### src/design/pfmux_pkg.sv
// Package for the port F function select and input source router.
// Assumes one 25 MHz core clock and a plain register port.
package pfmux_pkg;

  // ----------------------------------------------------------------
  // Register offsets
  // ----------------------------------------------------------------
  localparam logic [2:0] PFMUX_PFS_LO_ADDR = 3'h0;
  localparam logic [2:0] PFMUX_PFS_HI_ADDR = 3'h1;
  localparam logic [2:0] PFMUX_IRQ_SRC_ADDR = 3'h2;
  localparam logic [2:0] PFMUX_TMR_SRC_A_ADDR = 3'h3;
  localparam logic [2:0] PFMUX_TMR_SRC_B_ADDR = 3'h4;

  // ----------------------------------------------------------------
  // Reset values and implemented-bit masks
  // ----------------------------------------------------------------
  localparam logic [7:0] PFMUX_REG_RESET = 8'h00;
  localparam logic [7:0] PFMUX_IRQ_SRC_MASK = 8'h8F;
  localparam logic [7:0] PFMUX_TMR_SRC_A_MASK = 8'h7E;
  localparam logic [7:0] PFMUX_TMR_SRC_B_MASK = 8'h3E;

  // ----------------------------------------------------------------
  // LCD function code and field positions
  // ----------------------------------------------------------------
  localparam logic [1:0] PFMUX_FUNC_LCD = 2'h3;
  localparam int PFMUX_PIN_CHG_BIT = 7;
  localparam int PFMUX_STD_T0_CLK_BIT = 6;
  localparam int PFMUX_STD_T0_CAP_BIT = 5;
  localparam int PFMUX_ENH_CLK_BIT = 4;
  localparam int PFMUX_ENH_CAPB_BIT = 3;
  localparam int PFMUX_ENH_CAPA_BIT = 2;
  localparam int PFMUX_CMP_T0_CLK_BIT = 1;
  localparam int PFMUX_STD_T2_CLK_BIT = 5;
  localparam int PFMUX_STD_T2_CAP_BIT = 4;
  localparam int PFMUX_STD_T1_CLK_BIT = 3;
  localparam int PFMUX_STD_T1_CAP_BIT = 2;
  localparam int PFMUX_CMP_T1_CLK_BIT = 1;

  // ----------------------------------------------------------------
  // Carriers
  // ----------------------------------------------------------------
  typedef struct packed {
    logic [7:0] pe;
    logic [7:0] pd;
    logic [7:0] pc;
    logic [7:0] pb;
    logic [7:0] pa;
  } pfmux_pins_t;

  typedef struct packed {
    logic pin_change_irq_input;
    logic [3:0] ext_irq_line;
    logic std_timer0_clk_input;
    logic std_timer0_cap_input;
    logic enh_timer_clk_input;
    logic enh_timer_capa_input;
    logic enh_timer_capb_input;
    logic cmp_timer0_clk_input;
    logic std_timer1_clk_input;
    logic std_timer1_cap_input;
    logic std_timer2_clk_input;
    logic std_timer2_cap_input;
    logic cmp_timer1_clk_input;
  } pfmux_route_t;

endpackage

### src/design/pfmux_top.sv
// Port F function select and peripheral input source router.
// Assumes pin levels arrive asynchronously and the register master
// and the port F I/O and LCD drivers run on CORE_CLK.
`timescale 1ns/1ps

// Operation
// RULE1 - Port F pin 3, low select bits 7:6: code 11 gives LCD segment 27.
// RULE2 - Port F pin 2, low select bits 5:4: code 11 gives segment 26.
// RULE3 - Port F pin 1, low select bits 3:2: code 11 gives segment 25.
// RULE4 - Port F pin 0, low select bits 1:0: code 11 gives segment 24.
// RULE5 - Port F pin 7, high select bits 7:6: code 11 gives segment 31.
// RULE6 - Port F pin 6, high select bits 5:4: code 11 gives segment 30.
// RULE7 - Interrupt source bit 7 routes pin change from pc[1] or pa[4].
// RULE8 - Interrupt source bit 3 routes interrupt 3 from pb[3] or pd[4].
// RULE9 - Interrupt source bit 1 routes interrupt 1 from pa[7] or pd[6].
// RULE10 - Interrupt source bit 0 routes interrupt 0 from pa[6] or pd[7].
// RULE11 - Timer A bit 6 routes standard timer 0 clock from pb[2] or pc[7].
// RULE12 - Timer A bit 5 routes standard timer 0 capture from pa[7] or pd[0].
// RULE13 - Timer A bit 4 routes enhanced timer clock from pa[6] or pd[1].
// RULE14 - Timer A bit 2 routes enhanced capture A from pa[4] or pd[4].
// RULE15 - Timer A bit 1 routes compact timer 0 clock from pa[3] or pd[4].
// RULE16 - Timer B bit 5 routes standard timer 2 clock from pc[1] or pd[6].
// RULE17 - Timer B bit 4 routes standard timer 2 capture from pc[2] or pd[7].
// RULE18 - Timer B bit 2 routes standard timer 1 capture from pc[4] or pe[1].
// RULE19 - Timer B bit 1 routes compact timer 1 clock from pb[0] or pc[5].
// RULE20 - Port F pins 5 and 4 follow the pattern, segments 29 and 28.
// RULE21 - Irq 2 pb[2]/pd[5], capture B pa[5]/pd[2], timer 1 clk pc[3]/pe[0].
// RULE22 - Unimplemented source bits ignore writes and read zero.
// RULE23 - All selector bits clear on reset.
module pfmux_top
  import pfmux_pkg::*;
(
  // Clock and reset
  input wire logic CORE_CLK,
  input wire logic RST,
  // Register port
  input wire logic [2:0] ADDR,
  input wire logic [7:0] WDATA,
  input wire logic WR,
  input wire logic RD,
  output logic [7:0] RDATA,
  // Port F drivers
  input wire logic [7:0] GPIO_OUT,
  input wire logic [7:0] GPIO_OE,
  input wire logic [7:0] LCD_SEG,
  output logic [7:0] PF_OUT,
  output logic [7:0] PF_OE,
  output logic [7:0] PF_LCD_SEL,
  // Package pins and routed peripheral inputs
  input wire pfmux_pins_t PINS,
  output pfmux_route_t ROUTE
);

  // ----------------------------------------------------------------
  // Registers
  // ----------------------------------------------------------------
  logic [7:0] pfs_lo_reg;
  logic [7:0] pfs_hi_reg;
  logic [7:0] irq_src_reg;
  logic [7:0] tmr_a_reg;
  logic [7:0] tmr_b_reg;
  logic [7:0] rdata_next;
  logic [15:0] func_all;
  pfmux_pins_t pins_s1_reg;
  pfmux_pins_t pins_s2_reg;
  pfmux_route_t route_next;

  // Writes to unimplemented positions are masked off here.
  always_ff @(posedge CORE_CLK or posedge RST) begin
    if (RST) begin
      pfs_lo_reg <= PFMUX_REG_RESET; // [RULE23]
      pfs_hi_reg <= PFMUX_REG_RESET; // [RULE23]
      irq_src_reg <= PFMUX_REG_RESET; // [RULE23]
      tmr_a_reg <= PFMUX_REG_RESET; // [RULE23]
      tmr_b_reg <= PFMUX_REG_RESET; // [RULE23]
    end else if (WR) begin
      unique case (ADDR)
        PFMUX_PFS_LO_ADDR: pfs_lo_reg <= WDATA;
        PFMUX_PFS_HI_ADDR: pfs_hi_reg <= WDATA;
        PFMUX_IRQ_SRC_ADDR: irq_src_reg <= WDATA & PFMUX_IRQ_SRC_MASK; // [RULE22]
        PFMUX_TMR_SRC_A_ADDR: tmr_a_reg <= WDATA & PFMUX_TMR_SRC_A_MASK; // [RULE22]
        PFMUX_TMR_SRC_B_ADDR: tmr_b_reg <= WDATA & PFMUX_TMR_SRC_B_MASK; // [RULE22]
        default: ;
      endcase
    end
  end

  // ----------------------------------------------------------------
  // Read path
  // ----------------------------------------------------------------
  always_comb begin
    unique case (ADDR)
      PFMUX_PFS_LO_ADDR: rdata_next = pfs_lo_reg;
      PFMUX_PFS_HI_ADDR: rdata_next = pfs_hi_reg;
      PFMUX_IRQ_SRC_ADDR: rdata_next = irq_src_reg;
      PFMUX_TMR_SRC_A_ADDR: rdata_next = tmr_a_reg;
      PFMUX_TMR_SRC_B_ADDR: rdata_next = tmr_b_reg;
      default: rdata_next = 8'h00;
    endcase
  end

  // Read data stands only in the cycle after the read strobe.
  always_ff @(posedge CORE_CLK or posedge RST) begin
    if (RST) begin
      RDATA <= 8'h00;
    end else if (RD) begin
      RDATA <= rdata_next;
    end else begin
      RDATA <= 8'h00;
    end
  end

  // ----------------------------------------------------------------
  // Port F function select
  // ----------------------------------------------------------------
  assign func_all = {pfs_hi_reg, pfs_lo_reg};

  // Pin i uses field bits 2i+1:2i; LCD segment 24+i sits at LCD_SEG[i].
  for (genvar i = 0; i < 8; i++) begin : g_pf
    always_ff @(posedge CORE_CLK or posedge RST) begin
      if (RST) begin
        PF_LCD_SEL[i] <= 1'b0;
        PF_OUT[i] <= 1'b0;
        PF_OE[i] <= 1'b0;
      end else if (func_all[2*i+1 -: 2] == PFMUX_FUNC_LCD) begin
        PF_LCD_SEL[i] <= 1'b1; // [RULE1] [RULE4] [RULE5] [RULE20]
        PF_OUT[i] <= LCD_SEG[i]; // [RULE2] [RULE3] [RULE6]
        PF_OE[i] <= 1'b1;
      end else begin
        PF_LCD_SEL[i] <= 1'b0;
        PF_OUT[i] <= GPIO_OUT[i];
        PF_OE[i] <= GPIO_OE[i];
      end
    end
  end

  // ----------------------------------------------------------------
  // Pin synchroniser
  // ----------------------------------------------------------------
  always_ff @(posedge CORE_CLK or posedge RST) begin
    if (RST) begin
      pins_s1_reg <= '0;
      pins_s2_reg <= '0;
    end else begin
      pins_s1_reg <= PINS;
      pins_s2_reg <= pins_s1_reg;
    end
  end

  // ----------------------------------------------------------------
  // Input source routing
  // ----------------------------------------------------------------
  always_comb begin
    route_next.pin_change_irq_input = irq_src_reg[PFMUX_PIN_CHG_BIT] ?
      pins_s2_reg.pa[4] : pins_s2_reg.pc[1]; // [RULE7]
    route_next.ext_irq_line[3] = irq_src_reg[3] ?
      pins_s2_reg.pd[4] : pins_s2_reg.pb[3]; // [RULE8]
    route_next.ext_irq_line[2] = irq_src_reg[2] ?
      pins_s2_reg.pd[5] : pins_s2_reg.pb[2]; // [RULE21]
    route_next.ext_irq_line[1] = irq_src_reg[1] ?
      pins_s2_reg.pd[6] : pins_s2_reg.pa[7]; // [RULE9]
    route_next.ext_irq_line[0] = irq_src_reg[0] ?
      pins_s2_reg.pd[7] : pins_s2_reg.pa[6]; // [RULE10]
    route_next.std_timer0_clk_input = tmr_a_reg[PFMUX_STD_T0_CLK_BIT] ?
      pins_s2_reg.pc[7] : pins_s2_reg.pb[2]; // [RULE11]
    route_next.std_timer0_cap_input = tmr_a_reg[PFMUX_STD_T0_CAP_BIT] ?
      pins_s2_reg.pd[0] : pins_s2_reg.pa[7]; // [RULE12]
    route_next.enh_timer_clk_input = tmr_a_reg[PFMUX_ENH_CLK_BIT] ?
      pins_s2_reg.pd[1] : pins_s2_reg.pa[6]; // [RULE13]
    route_next.enh_timer_capb_input = tmr_a_reg[PFMUX_ENH_CAPB_BIT] ?
      pins_s2_reg.pd[2] : pins_s2_reg.pa[5]; // [RULE21]
    route_next.enh_timer_capa_input = tmr_a_reg[PFMUX_ENH_CAPA_BIT] ?
      pins_s2_reg.pd[4] : pins_s2_reg.pa[4]; // [RULE14]
    route_next.cmp_timer0_clk_input = tmr_a_reg[PFMUX_CMP_T0_CLK_BIT] ?
      pins_s2_reg.pd[4] : pins_s2_reg.pa[3]; // [RULE15]
    route_next.std_timer2_clk_input = tmr_b_reg[PFMUX_STD_T2_CLK_BIT] ?
      pins_s2_reg.pd[6] : pins_s2_reg.pc[1]; // [RULE16]
    route_next.std_timer2_cap_input = tmr_b_reg[PFMUX_STD_T2_CAP_BIT] ?
      pins_s2_reg.pd[7] : pins_s2_reg.pc[2]; // [RULE17]
    route_next.std_timer1_clk_input = tmr_b_reg[PFMUX_STD_T1_CLK_BIT] ?
      pins_s2_reg.pe[0] : pins_s2_reg.pc[3]; // [RULE21]
    route_next.std_timer1_cap_input = tmr_b_reg[PFMUX_STD_T1_CAP_BIT] ?
      pins_s2_reg.pe[1] : pins_s2_reg.pc[4]; // [RULE18]
    route_next.cmp_timer1_clk_input = tmr_b_reg[PFMUX_CMP_T1_CLK_BIT] ?
      pins_s2_reg.pc[5] : pins_s2_reg.pb[0]; // [RULE19]
  end

  always_ff @(posedge CORE_CLK or posedge RST) begin
    if (RST) begin
      ROUTE <= '0;
    end else begin
      ROUTE <= route_next;
    end
  end
endmodule

### config.mk
export PLATFORM = sky130hd
export DESIGN_NAME = pfmux_top
export DESIGN_NICKNAME = d
export VERILOG_FILES = /design/src/design/pfmux_pkg.sv /design/src/design/pfmux_top.sv
export SDC_FILE = /design/constraint.sdc
export NUM_CORES = 1
export LEC_CHECK = 0
export ABC_CLOCK_PERIOD_IN_PS = 4700
export BUFFER_PORTS_ARGS = -buffer_cell sky130_fd_sc_hd__buf_2
export CELL_PAD_IN_SITES_DETAIL_PLACEMENT = 0
export CELL_PAD_IN_SITES_GLOBAL_PLACEMENT = 1
export CORE_ASPECT_RATIO = 0.5
export CORE_MARGIN = 2
export CORE_UTILIZATION = 40
export CTS_BUF_LIST = sky130_fd_sc_hd__clkbuf_8
export DETAILED_ROUTE_END_ITERATION = 6
export PLACE_DENSITY_LB_ADDON = 0.1
export RECOVER_POWER = 100
export SLEW_MARGIN = 20
export SYNTH_ARGS = -nofsm -noshare
export SYNTH_HDL_FRONTEND = slang
export SYNTH_SLANG_ARGS = --single-unit
### constraint.sdc
create_clock -name CORE_CLK -period 4.7 [get_ports CORE_CLK]
set_input_delay 0.705 -clock CORE_CLK [delete_from_list [all_inputs] [get_ports CORE_CLK]]
set_output_delay 0.705 -clock CORE_CLK [all_outputs]
set_load 0.05 [all_outputs]
== Word level (Yosys, flattened, before mapping) ==
Cells that the tools add are included.

* Bits in latches: 0
* Memories: 0
* ROM bits: 0
* Output and inout port bits: 48
* Register bits: 140
* Logic and storage cells: 113
* RAM bits: 0

* Muxes and demuxes: 42
* Add/subtract/negate cells: 0
* $lt $le $gt $ge: 0
* Div/mod/pow operators: 0
* Bitwise gates (word level): 0
* Multipliers: 0
* Shift-type cells: 0
* Reduce and logical (&&, ||, !) cells: 6
* Equal/unequal tests: 12

{| class="wikitable"
|+ Operators by type and width
! cell !! number
|-
| two-way mux 1 bit || 40
|-
| one-hot mux 8 bit (5 select lines) || 1
|-
| equality test 2 bit, second input constant || 8
|-
| AND reduction 2 bit || 5
|-
| two-way mux 8 bit || 1
|-
| equality test 3 x 2 -> 1 bit, second input constant || 2
|-
| equality test 3 x 1 -> 1 bit, second input constant || 1
|-
| equality test 3 bit, second input constant || 1
|-
| logical NOT 3 bit || 1
|}

== Longest topological paths before layout ==
* Depth after elaboration: 3
* Mapped depth: 5
* Depth with buffers taken out: 3

== Least setup slack after synthesis ==
Ideal clock, no wire load.

* Path kind: input-to-reg
* Start: input ADDR[1]
* End: register pfs_lo_reg[0]
* Stages: 3
* Data arrival time: 1,645 ps
* Library setup time: 125 ps
* Setup slack: 2,930 ps
* Required time: 4,575 ps
* Buffers on the path: 1
* Cells stage by stage: buf_6 > nor4b_4 > mux2_2

* Word-level cells in the longest chain between the ends: 2

{| class="wikitable"
|+ Ends and longest elaborated chain
! element !! line !! source
|-
| from (decl) || pfmux_top.sv:37 || <nowiki>input wire logic [2:0] ADDR,</nowiki>
|-
| logical NOT 3 bit || pfmux_top.sv:77 || <nowiki>unique case (ADDR)</nowiki>
|-
| AND reduction 2 bit (no line) || n/a ||
|-
| to (signal assigned) || pfmux_top.sv:71 || <nowiki>pfs_lo_reg <= PFMUX_REG_RESET;</nowiki>
|-
| to (signal assigned) || pfmux_top.sv:78 || <nowiki>PFMUX_PFS_LO_ADDR: pfs_lo_reg <= WDATA;</nowiki>
|-
| to (decl) || pfmux_top.sv:57 || <nowiki>logic [7:0] pfs_lo_reg;</nowiki>
|}

Every way passes these cells.
A chain may end at the register's enable or synchronous reset.

== Worst setup path after layout ==
* Start: input ADDR[1]
* End: register pfs_lo_reg[6]

The elaborated chain is that of the path after synthesis.

==> results.md <==
* Register-to-register setup slack at 3.56 ns
* Synth Area in Adders at 0%
* CTS root buffer: clkbuf_8
* Dpl ws at roughly 2.4 ns
* Crit end category: flip-flop
* RSZ-0062 raised after global routing: false
* Clk slew on worst S/H paths at approximately 0.07 ns
* FMAX at 0.347 GHz
* Vias in the first global route at roughly 2,500
* Status: finished with violations
* Routability congestion estimate at 0.816
* Routed Antenna Nets at 0
* Final hold slack at about 0.35 ns
* Hold Startpoint: pins_s1_reg[19]$_DFF_PP0_
* Post-cts repair resize count at 0
* Std cell rows at 26
* Nets@finish at between 400 and 500
* Crit start category: input port
* Clock buffer depth at 2
* TritonCTS Sinks at about 130
* Post-synth cell types at 25
* Hold_buf cts at 0
* Synth warnings at 0
* H-tree levels at 4
* Max-Cap Viols at 2
* Setup TNS at 0 ns
* Wirelength per Cell at 15.6 um
* Simple-Gate Fraction of Synth Area at under 10%
* CTS tree: yes
* Power Density at roughly 510 mW/mm2
* Post-layout min period at slightly below 3 ns
* Critical path required time at 4.99 ns
* Synthesized area per cell at about 17 um2
* Final hold violations at 0
* Hold Path Sink: pins_s2_reg[19]$_DFF_PP0_
* Synth-to-layout area growth at 23.2%
* Sequential share of the synthesized area at about three quarters
* I/O pins at between 100 and 150
* Largest family of logic cells by synthesized area: multiplexers
* PortBufs at between 100 and 150
* Global route overflow at 0
* Count of pins over their slew limit at 52
* Worst endpoint data arrival time at between 3 and 4 ns
* Final non-filler cell total at between 500 and 600
* First-pass GRT wire length at ~13,000 um
* Setup Buffers After CTS at 0
* Largest net degree at the start of global routing at 45
* Synthesized Nets at 329
* Via count at 2,404
* VDD IR-drop max at 208 uV
* Initial antenna violation count at 0
* PnR worst setup slack at roughly 1.8 ns
* GRT Overall Usage at roughly 15%
* Hold Crit Class: flip-flop to flip-flop
* Final HPWL DP at about 5700 um
* Xor/xnor share of the synthesized area at 0%
* Post-synthesis instance total at 250
* Clk_lat worst skew at 0.41 ns
* Die height at between 70 and 80 um
* Layout cells sized above 1 at 42.0%
* Core area at slightly above 0.01 mm2
* First-pass detailed-route iteration total at 4
* Worst R2R Path Depth at 2
* Fillers at between 800 and 900
* Clk_skew at a little over 0.006 ns
* Cell Area, Synth at between 0.004 and 0.005 mm2
* Leak at between 0.002 and 0.0025 uW
* Reg2reg start: pfs_lo_reg[5]$_DFFE_PP0P_
* Synthesized flop and latch total at approximately 130
* Vias/cell at about 4.6
* CP max stage cell: nor4b_1
* CP peak stage delay at 1.63 ns
* Routed wire length at ~8000 um
* Cell Chain, Critical Path: clkbuf_1 > nor4b_1 > mux2_2
* Hold path depth at 0
* Initial core utilization at 41.6%
* Compound-gate portion of the synthesized area at 2.42%
* Residual DRC at 0
* Worst-Margin Slew at 1.86 ns
* Violated checks: capacitance limit, slew limit
* Die Area at between 0.01 and 0.015 mm2
* TritonCTS Buffers at 17
* Chip width at approximately 150 um
* Proportion of synthesized area in mux cells at between 10% and 20%
* R2R Path End: PF_OUT[2]$_DFF_PP0_
* N_diodes at 0
* Crit path kind: input port to flip-flop
* Cell count after placement at ~500
* Final setup viols at 0
* Initial drt markers at around 90
* CP Max Fanout at 18
* Final period util at 61.3%
* Relative slew slack at -25.7%
## kinds of logic (layout without fill, tap and decap cells)
| group | count (synthesis) | in the layout |
|---|---|---|
| AO/OA/AOI/OAI | 15 | 15 |
| buffers and inverters | 7 | 143 |
| multiplexers | 66 | 66 |
| flip-flops | 126 | 126 |
| AND/OR/NAND/NOR | 36 | 36 |
## placed cells by master (no fill, tap or decap), types with 3 or more instances in the layout
master	synthesis	layout
a22oi_1	4	4
a32oi_1	3	3
mux2i_1	6	6
or2_2	10	10
a21oi_1	5	5
clkbuf_8	0	19
mux2_2	60	59
buf_2	3	60
nand2_1	3	3
dfrtp_1	126	126
clkinv_2	0	5
and2_0	0	10
clkbuf_1	0	49
## synth_stat cells
cell type,number,share of area (%)
a21oi_1,5,0.58
a22oi_1,4,0.70
a32oi_1,3,0.61
and2_1,10,1.5
and3_1,1,0.15
and3b_1,1,0.20
and4bb_2,1,0.29
buf_2,3,0.35
buf_4,2,0.35
buf_6,1,0.26
dfrtp_1,126,74
inv_1,1,0.088
mux2_2,60,16
mux2i_1,6,1.4
nand2_1,3,0.26
nand2b_1,2,0.29
nand4b_2,1,0.35
nor2_1,2,0.18
nor2b_1,2,0.29
nor3_1,1,0.12
nor3b_1,1,0.18
nor4b_4,1,0.55
o21ai_0,1,0.12
o32ai_1,2,0.41
or2_2,10,1.5
## through the flow
stage          power [uW]  instance area, um2  utilization, %
3_3_place_gp         1820                4980            48.3
2_1_floorplan        1680                4290               -
5_1_grt              2820                5280            51.2
4_1_cts              2730                5370            52.0
6_report             2680                5280            51.2
3_5_place_dp         1830                4980            48.3
## where the power goes
group	internal (uW)	leakage [uW]	switching, uW
sequential	1220	0.00150	80.0
combinational	156	0.000680	327
clock	491	0.000198	400
## critical path, delay by kind of cell
family | cells | cell delay [ns]
simple gates | 1 | 1.63
mux | 1 | 0.44
buf+inv | 1 | 0.40
## per-layer routing
metal  vias up  GRT usage [%]  routed length (um)
met5         -              0                   0
met3         8           5.24                 588
met2        87           21.7                3420
met1      1192           22.0                4130
met4         0           5.38                  70
li1       1117              -                   -
## area by class of cell
| type | instances | area [um2] | share of cell area (%) |
|---|---|---|---|
| sequential | 126 | 3150 | 59.7 |
| multi-input combinational | 117 | 1070 | 20.2 |
| timing repair buffer | 111 | 499 | 9.45 |
| clock buffer | 19 | 262 | 4.95 |
| tap | 140 | 175 | 3.32 |
| clock inverter | 12 | 121 | 2.30 |
| inverter | 1 | 5.00 | 0.0948 |
## how the worst max path moves through the flow
stage / from / end / slack [ns] / cells past startpoint
after floorplan: RST / PF_LCD_SEL[0]$_DFF_PP0_ / 0.64 / 1
after global placement: ADDR[0] / pfs_hi_reg[3]$_DFFE_PP0P_ / 2.39 / 4
after detailed placement: ADDR[0] / pfs_hi_reg[2]$_DFFE_PP0P_ / 2.39 / 4
after CTS: ADDR[0] / pfs_hi_reg[2]$_DFFE_PP0P_ / 2.85 / 4
after global routing: ADDR[1] / pfs_lo_reg[4]$_DFFE_PP0P_ / 1.58 / 3
final: ADDR[1] / pfs_lo_reg[6]$_DFFE_PP0P_ / 1.82 / 3
No activity file was read; power rests on OpenSTA's default activity.
